$ cat config.mk
export PLATFORM = sky130hd
export DESIGN_NAME = gray_sector_fifo_flags
export DESIGN_NICKNAME = d
export VERILOG_FILES = /design/src/design/gray_flags_pkg.sv /design/src/design/sync_two_stage.sv /design/src/design/gray_sector_fifo_flags.sv
export VERILOG_INCLUDE_DIRS = /design/src /design/src/design
export SDC_FILE = /design/constraint.sdc
export NUM_CORES = 1
export LEC_CHECK = 0
export BUFFER_PORTS_ARGS = -buffer_cell sky130_fd_sc_hd__buf_2
export CELL_PAD_IN_SITES_DETAIL_PLACEMENT = 1
export CELL_PAD_IN_SITES_GLOBAL_PLACEMENT = 2
export CORE_ASPECT_RATIO = 1.1
export CORE_MARGIN = 1
export CORE_UTILIZATION = 26
export CTS_BUF_LIST = sky130_fd_sc_hd__clkbuf_2
export CTS_CLUSTER_DIAMETER = 80
export DETAILED_ROUTE_END_ITERATION = 10
export PLACE_DENSITY_LB_ADDON = 0.15
export SYNTH_ARGS = -nofsm -noshare
export SYNTH_HDL_FRONTEND = slang
export SYNTH_SLANG_ARGS = --single-unit
$ cat constraint.sdc
create_clock -name clock -period 1.7 [get_ports clock]
set_clock_uncertainty 0.15 [all_clocks]
set_input_delay 0.17 -clock clock [delete_from_list [all_inputs] [get_ports clock]]
set_output_delay 0.17 -clock clock [all_outputs]
set_load 0.01 [all_outputs]
$ cat src/design/gray_flags_map.svh
// Named constants of the sector flag generator: sector split, reset values and register map.
// Assumes inclusion by bare name from the package and the design files.
`ifndef GRAY_FLAGS_MAP_SVH
`define GRAY_FLAGS_MAP_SVH

`define SECTOR_BITS      4
`define SECTOR_COUNT     16
`define AHEAD_ONE        4'h1
`define AHEAD_TWO        4'h2
`define AHEAD_THREE      4'h3
`define DEPTH_MIN        512
`define DEPTH_MAX        4096
`define DEPTH_DEFAULT    512
`define NEAR_EMPTY_RESET 1'b1
`define NEAR_FULL_RESET  1'b0
`define FULL_RESET       1'b0
`define REG_FLAGS        8'h00
`define REG_INT_STATUS   8'h04
`define REG_INT_MASK     8'h08
`define INT_MASK_RESET   3'h0
`define INT_NEAR_FULL    0
`define INT_FULL         1
`define INT_NEAR_EMPTY   2
`define HTRANS_NONSEQ_BIT 1
`define HSIZE_WORD       3'h2

`endif

$ cat src/design/gray_flags_pkg.sv
// Types and Gray conversion used only by the sector flag generator.
// Assumes the constant header is on the include path.
`include "gray_flags_map.svh"

package gray_flags_pkg;

  typedef logic [`SECTOR_BITS-1:0] sector_t;

  typedef struct packed {
    logic       nearFull;
    logic       full;
    logic       nearEmpty;
  } flags_t;

  typedef struct packed {
    logic       wrClkPrev;
    logic       rdClkPrev;
    sector_t    wSec;
    sector_t    wSecGray;
    logic       halfDly;
    sector_t    wSyncRGray1;
    sector_t    wSyncRGray2;
    logic       afOr;
    logic       afOrPrev;
    sector_t    rSec;
    sector_t    rSecGray;
    sector_t    rSyncWGray1;
    sector_t    rSyncWGray2;
    logic       aeOr;
    logic       aeOrPrev;
    flags_t     flags;
    flags_t     flagsPrev;
    logic [2:0] intStatus;
    logic [2:0] intMask;
    logic       dPhase;
    logic [7:0] dAddr;
    logic [31:0] rdata;
  } state_t;

  function automatic sector_t toGray(input sector_t bin);
    toGray = bin ^ (bin >> 1);
  endfunction : toGray

endpackage : gray_flags_pkg

$ cat src/design/sync_two_stage.sv
// Two-flop synchroniser for inputs arriving from outside the clock domain.
// Assumes the first stage is read only by the second.
`timescale 1ns/1ns
`default_nettype none

module sync_two_stage #(
  parameter int WIDTH = 1
) (
  input  wire logic             clock,
  input  wire logic             srst,
  input  wire logic [WIDTH-1:0] din,
  output logic      [WIDTH-1:0] dout
);

  typedef struct packed {
    logic [WIDTH-1:0] stage1;
    logic [WIDTH-1:0] stage2;
  } sync_t;

  sync_t st;
  sync_t next_st;

  initial begin
    if (WIDTH < 1) begin
      $error("sync_two_stage: WIDTH must be at least one");
    end
  end

  always_comb begin
    next_st.stage1 = din;
    next_st.stage2 = st.stage1;
    if (srst) begin
      next_st = '0;
    end
  end

  always_ff @(posedge clock) begin
    st <= next_st;
  end

  assign dout = st.stage2;

endmodule : sync_two_stage

`default_nettype wire

$ cat src/design/gray_sector_fifo_flags.sv
// Sector-based near-full, full and near-empty flag generator for a dual-clock FIFO memory,
// with an AHB-Lite slave for flag status, sticky interrupt events and an interrupt mask.
// Assumes write_clock and read_clock run well below a quarter of clock, and that each
// pointer count is stable from one edge of its own clock to the next.
`timescale 1ns/1ns
`default_nettype none
`include "gray_flags_map.svh"

// Overview of operation
// - Address space split into sixteen equal sectors.
// - Write sector is top four write-count bits.
// - Near-full when read sector is write+1..+3.
// - Three Gray converters for write sector offsets.
// - Any of three matches raises near-full.
// - Near-full clears after two false write periods.
// - Near-empty uses same filter in read domain.
// - Full is near-full with half-sector bit set.
// - Stopped write clock freezes near-full and full.
// - Near-empty when read equals write or write-1.
// - Near-empty sets two to three read periods.
// - Near-full sets in two-three, clears in three-four write periods.
// - Full has near-full latency.
// - Near-empty clears three to four read periods.
// - External flags survive stopped read or write clock.
// - Depths 512, 1K, 2K, 4K words supported.
module gray_sector_fifo_flags #(
  parameter int DEPTH = `DEPTH_DEFAULT
) (
  input  wire logic                     clock,
  input  wire logic                     srst,
  input  wire logic                     write_clock,
  input  wire logic                     read_clock,
  input  wire logic [$clog2(DEPTH)-1:0] write_pointer_count,
  input  wire logic [$clog2(DEPTH)-1:0] read_pointer_count,
  output logic                          near_full_flag,
  output logic                          full_flag,
  output logic                          near_empty_flag,
  input  wire logic                     hsel,
  input  wire logic [31:0]              haddr,
  input  wire logic [1:0]               htrans,
  input  wire logic                     hwrite,
  input  wire logic [2:0]               hsize,
  input  wire logic [31:0]              hwdata,
  input  wire logic                     hready,
  output logic                          hreadyout,
  output logic                          hresp,
  output logic [31:0]                   hrdata,
  output logic                          irq
);

  localparam int CW = $clog2(DEPTH);

  initial begin
    if (DEPTH < `DEPTH_MIN || DEPTH > `DEPTH_MAX) begin
      $error("gray_sector_fifo_flags: DEPTH must lie between 512 and 4096 words");
    end
    if ((DEPTH & (DEPTH - 1)) != 0) begin
      $error("gray_sector_fifo_flags: DEPTH must be a power of two");
    end
    if ((DEPTH % `SECTOR_COUNT) != 0) begin
      $error("gray_sector_fifo_flags: DEPTH must split into whole sectors");
    end
  end

  gray_flags_pkg::state_t st;
  gray_flags_pkg::state_t next_st;

  logic [1:0]    clkSync;
  logic [CW-1:0] wCountSync;
  logic [CW-1:0] rCountSync;
  logic          wrTick;
  logic          rdTick;
  logic          matchOne;
  logic          matchTwo;
  logic          matchThree;
  logic          matchAny;
  logic          emptyMatch;
  logic          addrTaken;
  logic [31:0]   readValue;
  gray_flags_pkg::sector_t aheadDist;
  gray_flags_pkg::sector_t behindDist;

  sync_two_stage #(
    .WIDTH (2)
  ) clockSync (
    .clock (clock),
    .srst  (srst),
    .din   ({write_clock, read_clock}),
    .dout  (clkSync)
  );

  sync_two_stage #(
    .WIDTH (2 * CW)
  ) countSync (
    .clock (clock),
    .srst  (srst),
    .din   ({write_pointer_count, read_pointer_count}),
    .dout  ({wCountSync, rCountSync})
  );

  // A write period and a read period are each marked by one rising edge seen on the
  // synchronised clock; with no edge nothing on that side moves.
  assign wrTick = clkSync[1] & ~st.wrClkPrev;
  assign rdTick = clkSync[0] & ~st.rdClkPrev;

  // Near-full comparisons against the synchronised Gray read sector.
  assign matchOne   = st.wSyncRGray2 == gray_flags_pkg::toGray(st.wSec + `AHEAD_ONE);
  assign matchTwo   = st.wSyncRGray2 == gray_flags_pkg::toGray(st.wSec + `AHEAD_TWO);
  assign matchThree = st.wSyncRGray2 == gray_flags_pkg::toGray(st.wSec + `AHEAD_THREE);
  assign matchAny   = matchOne | matchTwo | matchThree;

  // Read equals write-1 is tested as read+1 equals write, so only Gray values cross.
  assign emptyMatch = (st.rSecGray == st.rSyncWGray2) ||
                      (gray_flags_pkg::toGray(st.rSec + `AHEAD_ONE) == st.rSyncWGray2);

  assign addrTaken = hsel & htrans[`HTRANS_NONSEQ_BIT] & hready;

  always_comb begin
    readValue = 32'h0000_0000;
    unique case (haddr[7:0])
      `REG_FLAGS: begin
        readValue[`INT_NEAR_FULL]  = st.flags.nearFull;
        readValue[`INT_FULL]       = st.flags.full;
        readValue[`INT_NEAR_EMPTY] = st.flags.nearEmpty;
      end
      `REG_INT_STATUS: begin
        readValue[2:0] = st.intStatus;
      end
      `REG_INT_MASK: begin
        readValue[2:0] = st.intMask;
      end
      default: begin
        readValue = 32'h0000_0000;
      end
    endcase
  end

  always_comb begin
    next_st           = st;
    next_st.wrClkPrev = clkSync[1];
    next_st.rdClkPrev = clkSync[0];

    if (wrTick) begin
      next_st.wSec        = wCountSync[CW-1 -: `SECTOR_BITS];
      next_st.wSecGray    = gray_flags_pkg::toGray(wCountSync[CW-1 -: `SECTOR_BITS]);
      next_st.halfDly     = wCountSync[CW-1-`SECTOR_BITS];
      next_st.wSyncRGray1 = st.rSecGray;
      next_st.wSyncRGray2 = st.wSyncRGray1;
      next_st.afOr        = matchAny;
      next_st.afOrPrev    = st.afOr;
      next_st.flags.nearFull = st.afOr | st.afOrPrev;
      next_st.flags.full     = (st.afOr | st.afOrPrev) & st.halfDly;
    end

    if (rdTick) begin
      next_st.rSec        = rCountSync[CW-1 -: `SECTOR_BITS];
      next_st.rSecGray    = gray_flags_pkg::toGray(rCountSync[CW-1 -: `SECTOR_BITS]);
      next_st.rSyncWGray1 = st.wSecGray;
      next_st.rSyncWGray2 = st.rSyncWGray1;
      next_st.aeOr        = emptyMatch;
      next_st.aeOrPrev    = st.aeOr;
      next_st.flags.nearEmpty = st.aeOr | st.aeOrPrev;
    end

    // Flag rising edges are sticky events; a read of the status clears them, but an
    // event in the same cycle wins.
    next_st.flagsPrev = st.flags;
    if (addrTaken && !hwrite && haddr[7:0] == `REG_INT_STATUS) begin
      next_st.intStatus = 3'h0;
    end
    if (st.flags.nearFull && !st.flagsPrev.nearFull) begin
      next_st.intStatus[`INT_NEAR_FULL] = 1'b1;
    end
    if (st.flags.full && !st.flagsPrev.full) begin
      next_st.intStatus[`INT_FULL] = 1'b1;
    end
    if (st.flags.nearEmpty && !st.flagsPrev.nearEmpty) begin
      next_st.intStatus[`INT_NEAR_EMPTY] = 1'b1;
    end

    next_st.dPhase = addrTaken && hwrite && hsize == `HSIZE_WORD;
    next_st.dAddr  = haddr[7:0];
    if (addrTaken && !hwrite) begin
      next_st.rdata = readValue;
    end
    if (st.dPhase && st.dAddr == `REG_INT_MASK) begin
      next_st.intMask = hwdata[2:0];
    end

    if (srst) begin
      next_st                 = '0;
      next_st.flags.nearEmpty = `NEAR_EMPTY_RESET;
      next_st.flags.nearFull  = `NEAR_FULL_RESET;
      next_st.flags.full      = `FULL_RESET;
      next_st.flagsPrev       = next_st.flags;
      // The empty filter starts full, so near-empty holds through the first read edges.
      next_st.aeOr            = `NEAR_EMPTY_RESET;
      next_st.aeOrPrev        = `NEAR_EMPTY_RESET;
      next_st.intMask         = `INT_MASK_RESET;
    end
  end

  always_ff @(posedge clock) begin
    st <= next_st;
  end

  assign near_full_flag  = st.flags.nearFull;
  assign full_flag       = st.flags.full;
  assign near_empty_flag = st.flags.nearEmpty;
  assign hreadyout       = 1'b1;
  assign hresp           = 1'b0;
  assign hrdata          = st.rdata;
  assign irq             = |(st.intStatus & st.intMask);

  // Binary value of a Gray sector, for the checks below.
  function automatic gray_flags_pkg::sector_t fromGray(input gray_flags_pkg::sector_t gray);
    fromGray = gray ^ (gray >> 1) ^ (gray >> 2) ^ (gray >> 3);
  endfunction : fromGray

  // Sector distances in binary; they are read only by the checks.
  assign aheadDist  = fromGray(st.wSyncRGray2) - st.wSec;
  assign behindDist = st.rSec - fromGray(st.rSyncWGray2);

  // Checks on the flag paths and the event logic.

  a_reset_flags: assert property (@(posedge clock)
    srst |=> (near_empty_flag && !near_full_flag && !full_flag))
    else $error("Flags wrong after reset.");

  a_freeze_write_side: assert property (@(posedge clock) disable iff (srst)
    !wrTick |=> ($stable(near_full_flag) && $stable(full_flag)))
    else $error("Write-side flag moved without a write clock edge.");

  a_freeze_read_side: assert property (@(posedge clock) disable iff (srst)
    !rdTick |=> $stable(near_empty_flag))
    else $error("Near-empty moved without a read clock edge.");

  a_full_needs_near: assert property (@(posedge clock) disable iff (srst)
    full_flag |-> near_full_flag)
    else $error("Full without near-full.");

  a_near_full_filter: assert property (@(posedge clock) disable iff (srst)
    $fell(near_full_flag) |-> $past(!st.afOr && !st.afOrPrev))
    else $error("Near-full cleared without two false write periods.");

  a_near_empty_filter: assert property (@(posedge clock) disable iff (srst)
    $fell(near_empty_flag) |-> $past(!st.aeOr && !st.aeOrPrev))
    else $error("Near-empty cleared without two false read periods.");

  a_near_full_set: assert property (@(posedge clock) disable iff (srst)
    (wrTick && matchAny) |=> (!wrTick)[*1] or st.afOr)
    else $error("Sector match not captured on write edge.");

  a_match_to_flag: assert property (@(posedge clock) disable iff (srst)
    (st.afOr && wrTick) |=> near_full_flag)
    else $error("Near-full not raised after a captured match.");

  a_empty_to_flag: assert property (@(posedge clock) disable iff (srst)
    (st.aeOr && rdTick) |=> near_empty_flag)
    else $error("Near-empty not raised after a captured match.");

  a_full_latency: assert property (@(posedge clock) disable iff (srst)
    (st.afOr && st.halfDly && wrTick) |=> full_flag)
    else $error("Full not raised with near-full latency.");

  a_read_gray_sync: assert property (@(posedge clock) disable iff (srst)
    wrTick |=> (st.wSyncRGray2 == $past(st.wSyncRGray1)))
    else $error("Read sector Gray skipped a write stage.");

  a_event_sticky: assert property (@(posedge clock) disable iff (srst)
    $rose(near_full_flag) |=> st.intStatus[`INT_NEAR_FULL])
    else $error("Near-full event not recorded.");

  a_write_sector_take: assert property (@(posedge clock) disable iff (srst)
    wrTick |=> (st.wSec == $past(wCountSync[CW-1 -: `SECTOR_BITS])))
    else $error("Write sector not taken from the top count bits.");

  a_half_sector_take: assert property (@(posedge clock) disable iff (srst)
    wrTick |=> (st.halfDly == $past(wCountSync[CW-1-`SECTOR_BITS])))
    else $error("Half-sector bit not taken on a write edge.");

  a_read_sector_take: assert property (@(posedge clock) disable iff (srst)
    rdTick |=> (fromGray(st.rSecGray) == $past(rCountSync[CW-1 -: `SECTOR_BITS])))
    else $error("Gray read sector does not match the read count.");

  a_write_gray_sync: assert property (@(posedge clock) disable iff (srst)
    rdTick |=> (st.rSyncWGray2 == $past(st.rSyncWGray1)))
    else $error("Write sector Gray skipped a read stage.");

  a_ahead_window: assert property (@(posedge clock) disable iff (srst)
    matchAny == (aheadDist inside {`AHEAD_ONE, `AHEAD_TWO, `AHEAD_THREE}))
    else $error("Near-full match outside one to three sectors ahead.");

  a_empty_window: assert property (@(posedge clock) disable iff (srst)
    emptyMatch == ((behindDist == '0) || (behindDist == '1)))
    else $error("Near-empty match outside equal or one sector behind.");

  a_near_full_clear: assert property (@(posedge clock) disable iff (srst)
    (wrTick && !st.afOr && !st.afOrPrev) |=> !near_full_flag)
    else $error("Near-full held after two false write periods.");

  a_full_clear: assert property (@(posedge clock) disable iff (srst)
    (wrTick && !st.halfDly) |=> !full_flag)
    else $error("Full held without the half-sector bit.");

  a_empty_clear: assert property (@(posedge clock) disable iff (srst)
    (rdTick && !st.aeOr && !st.aeOrPrev) |=> !near_empty_flag)
    else $error("Near-empty held after two false read periods.");

  a_mask_write: assert property (@(posedge clock) disable iff (srst)
    (st.dPhase && st.dAddr == `REG_INT_MASK) |=> (st.intMask == $past(hwdata[2:0])))
    else $error("Mask write did not land.");

  a_read_data: assert property (@(posedge clock) disable iff (srst)
    (addrTaken && !hwrite) |=> (hrdata == $past(readValue)))
    else $error("Read data not loaded at the address phase.");

  a_bus_okay: assert property (@(posedge clock) disable iff (srst)
    hreadyout && !hresp)
    else $error("Bus slave not ready or not OKAY.");

  c_near_full_rise: cover property (@(posedge clock) disable iff (srst)
    $rose(near_full_flag));

  c_full_rise: cover property (@(posedge clock) disable iff (srst)
    $rose(full_flag));

  c_near_empty_fall: cover property (@(posedge clock) disable iff (srst)
    $fell(near_empty_flag));

  c_irq_raised: cover property (@(posedge clock) disable iff (srst)
    $rose(irq));

  c_near_full_fall: cover property (@(posedge clock) disable iff (srst)
    $fell(near_full_flag));

endmodule : gray_sector_fifo_flags

`default_nettype wire

==> impl_results.md <==
- Crit share post-route: 105%
- Largest net degree at the start of global routing: 24
- Slew margin rel.: 58.4%
- Violated checks: setup timing
- Final setup viols: 2
- Synthesized area per cell: around 9.1 um2
- Yosys top cell area share: 47.1%
- Netlist cell types: 41
- R2R setup slack: -60 ps
- YS warnings: 0
- #FFs+latches synth: 83
- VDD IR-drop max: 0.392 mV
- Area growth syn-to-layout: 23.9%
- Psw: 0.000868 W
- Critical path's slowest cell: dfxtp_2
- Max Root-Sink Buffers: 2
- Critical Path Fanout Max: 2
- Clk root buf: clkbuf_2
- WP data arrival: 1470 ps
- Cells after synthesis: about 390
- Final nets: around 570
- Fin. max-slew vios: 0
- Combinational power share: a little under a tenth
- Hold Crit Endpoint: hrdata[2]
- HP Start: hready
- Synth Area in Compound Gates: 9.04%
- RSZ-0062 raised after global routing: yes
- Initial DRC count: 54
- Yosys top cell by area: dfxtp_1
- TritonCTS clock tree: built
- Main synth FF type: dfxtp_1
- Post-Synth Adder-Cell Area: 1.77%
- Synth Area in XOR/XNOR: 7.84%
- Drt drc: 0
- Synth Area in Simple Gates: 21.6%
- Reg area: 1670 um2
- Number of detailed-route iterations in the first pass: 4
- GRT Resource Usage Total: 12.9%
- F_max: about 0.56 GHz
- Port Buffers: 37
- Fin. Hold Viols: 0
- CP startpoint kind: register
- Area after DPL: 3870 um2
- Mux share of post-synthesis cell area: 2.27%
- Io pins: 132
- Worst Slack Setup Final: -89.6 ps
- Post-DRT Antenna Nets: 0
- Clk_lat worst skew: 540 ps
- CP max stage delay: 370 ps
- Cell internal pwr: 0.00247 W
- Max-cap violations: 0
- Layout cell share with drive strength beyond 1: 20.1%
- # clock sinks: 83
- Setup crit end kind: output port
- Multi-input gate area: roughly 1700 um2
- Sequential fraction of design power: 60.7%
- Die ar.: 14000 um2
- Most frequent cell after synthesis: dfxtp_1
- Avg WL per Cell: 12.8 um
- Detailed Route WL: 8.12 mm
- Leakage: roughly 1.8 nW
- First-pass GRT wire length: ~14 mm
- Status: complete, but fails checks
- CTS H-tree depth: 3
- Pwr Density: about 760 nW/um2
- Reg2Reg Depth: 6
- Worst r2r dst: st[72]
- Least-Margin Pin Slew: 624 ps
- Post-synth EDFFs: 0
- Combinational family with the most area after synthesis: simple AND/OR/NAND/NOR gates
- Net Sw Frac: 26.0%
- WHS Path Cells: 5
- CP Launch Point: st[43]
- Worst r2r src: st[86]
- Buf/Inv on CP: 2
- Sequential area share after synthesis: 47.1%
- Vias in the first global route: between 2000 and 3000
- GRT overflow: 0
- Post-synth top cells: 83 x dfxtp_1, 62 x nand2_1, 40 x nor2b_1
- CORE AREA: approximately 13000 um2
- DIE HEIGHT: 124 um
- Vias post-DR: 2710
- Clock share of power: 30.0%
- Cell family with most CP delay: flip-flops
- Final Cell Area: 4370 um2
- HPWL after detailed placement: 5.41 mm
- Worst EP required: around 1400 ps
- Effective utilization at floorplan: 26.7%
- Crit-path cells: a222oi_1 > inv_1 > buf_2
- Crit Path Class: register to output port
- Die Wd: 113 um
- FP Rows: 44
- Fillers: roughly 1600
- RePlAce Congestion: 0.718
- Vias per cell: 4.27
- Fraction of registers with async set/reset: 0%
- Largest cells by area after synthesis: dfxtp_1 47%, buf_4 7.2%, nor2b_1 7.1%
- Cell area after synthesis: 3530 um2
- Clock slew at reported path FFs: approximately 220 ps
- Pwr Total: 0.00334 W
- Initial antenna violation count: 1
- Hold Path Class: input port to register
- Fin crit period: 1790 ps
- CTS buffer count: 9
## cells by family after synthesis
logic type      Yosys count
fa+ha+maj                 5
other cells               2
simple gates            151
buf+inv                  57
mux                       8
compound gates           53
flops                    83
xor+xnor                 29
## registers in the layout, summed over array words and instances, names as in the netlist
name,count
full_flag,1
clockSync.st,2
near_full_flag,1
countSync.st,9
hrdata,3
countSync.dout,9
st,55
clockSync.dout,2
near_empty_flag,1
## placed cells by master, fill, tap and decap left out, types with 6 or more instances in the layout
cell	Yosys	layout
dfxtp_1	83	77
nand2_1	62	62
nor2b_1	40	40
buf_2	0	37
dlygate4sd3_1	0	33
conb_1	2	31
a21oi_1	32	30
nor2_1	20	20
buf_4	34	20
xnor2_1	18	15
xor2_1	9	9
clkbuf_2	1	9
nor3_1	8	8
mux2i_1	8	8
a211oi_1	6	6
## worst min-delay path: stages
cell and delay, ps:
buf_2 100, nand4b_1 180, buf_4 150, a22oi_1 70, nor2_1 80
## worst max-delay path by stage
stage | cells past startpoint | to | slack (ps)
floorplan | 7 | st[72] | 30
global placement | 7 | st[72] | -70
detailed placement | 7 | st[72] | -80
CTS | 3 | irq | -170
global route | 3 | irq | -200
finish | 3 | irq | -90
## metal layers
metal | wire [um] | part of all wire [%] | vias to the layer above | track usage (%)
met4 | 127 | 1.6 | 0 | 5.18
met2 | 3960 | 49 | 45 | 22.4
met1 | 3810 | 47 | 1290 | 15.3
li1 | - | - | 1365 | -
met3 | 229 | 2.8 | 10 | 3.07
met5 | 0 | 0 | - | 0
## through the flow
stage | util, % | TNS (ps) | worst slack, ps | std cells | hold WS (ps)
after global placement | 29.3 | -72.0 | -72.0 | 583 | 233
after global routing | 33.1 | -418 | -196 | 634 | 76.7
final | 33.1 | -151 | -89.6 | 634 | 90.9
after detailed placement | 29.3 | -101 | -80.6 | 583 | 236
after floorplan | - | 0 | 30.6 | 417 | 148
after CTS | 32.9 | -253 | -174 | 632 | 33.7
## cell type report
type | instances | area share, %
inverter | 5 | 0.429
clock buffer | 9 | 1.03
sequential | 83 | 38.2
antenna | 1 | 0.0573
timing repair buffer | 92 | 16.1
tap | 161 | 4.61
clock inverter | 6 | 1.32
multi-input combinational | 277 | 38.2
## power groups by stage
stage	registers (W)	clock network [W]	logic (W)
3_5_place_dp	0.00207	0	0.000253
4_1_cts	0.00203	0.00106	0.000316
5_1_grt	0.00204	0.00114	0.000353
2_1_floorplan	0.00206	0	0.000217
3_3_place_gp	0.00207	0	0.000247
6_report	0.00203	0.00100	0.000312
## repair_timing
| item | CTS | global route |
|---|---|---|
| gates resized for setup | 9 | 4 |
| pin swaps | 8 | 5 |
| endpoints found under the setup margin | 2 | 7 |
| hold buffers | 33 | 0 |
| setup buffers | 1 | 1 |
| endpoints found under the hold margin | 41 | 0 |
Note: power is estimated with default switching activity, not from simulation.
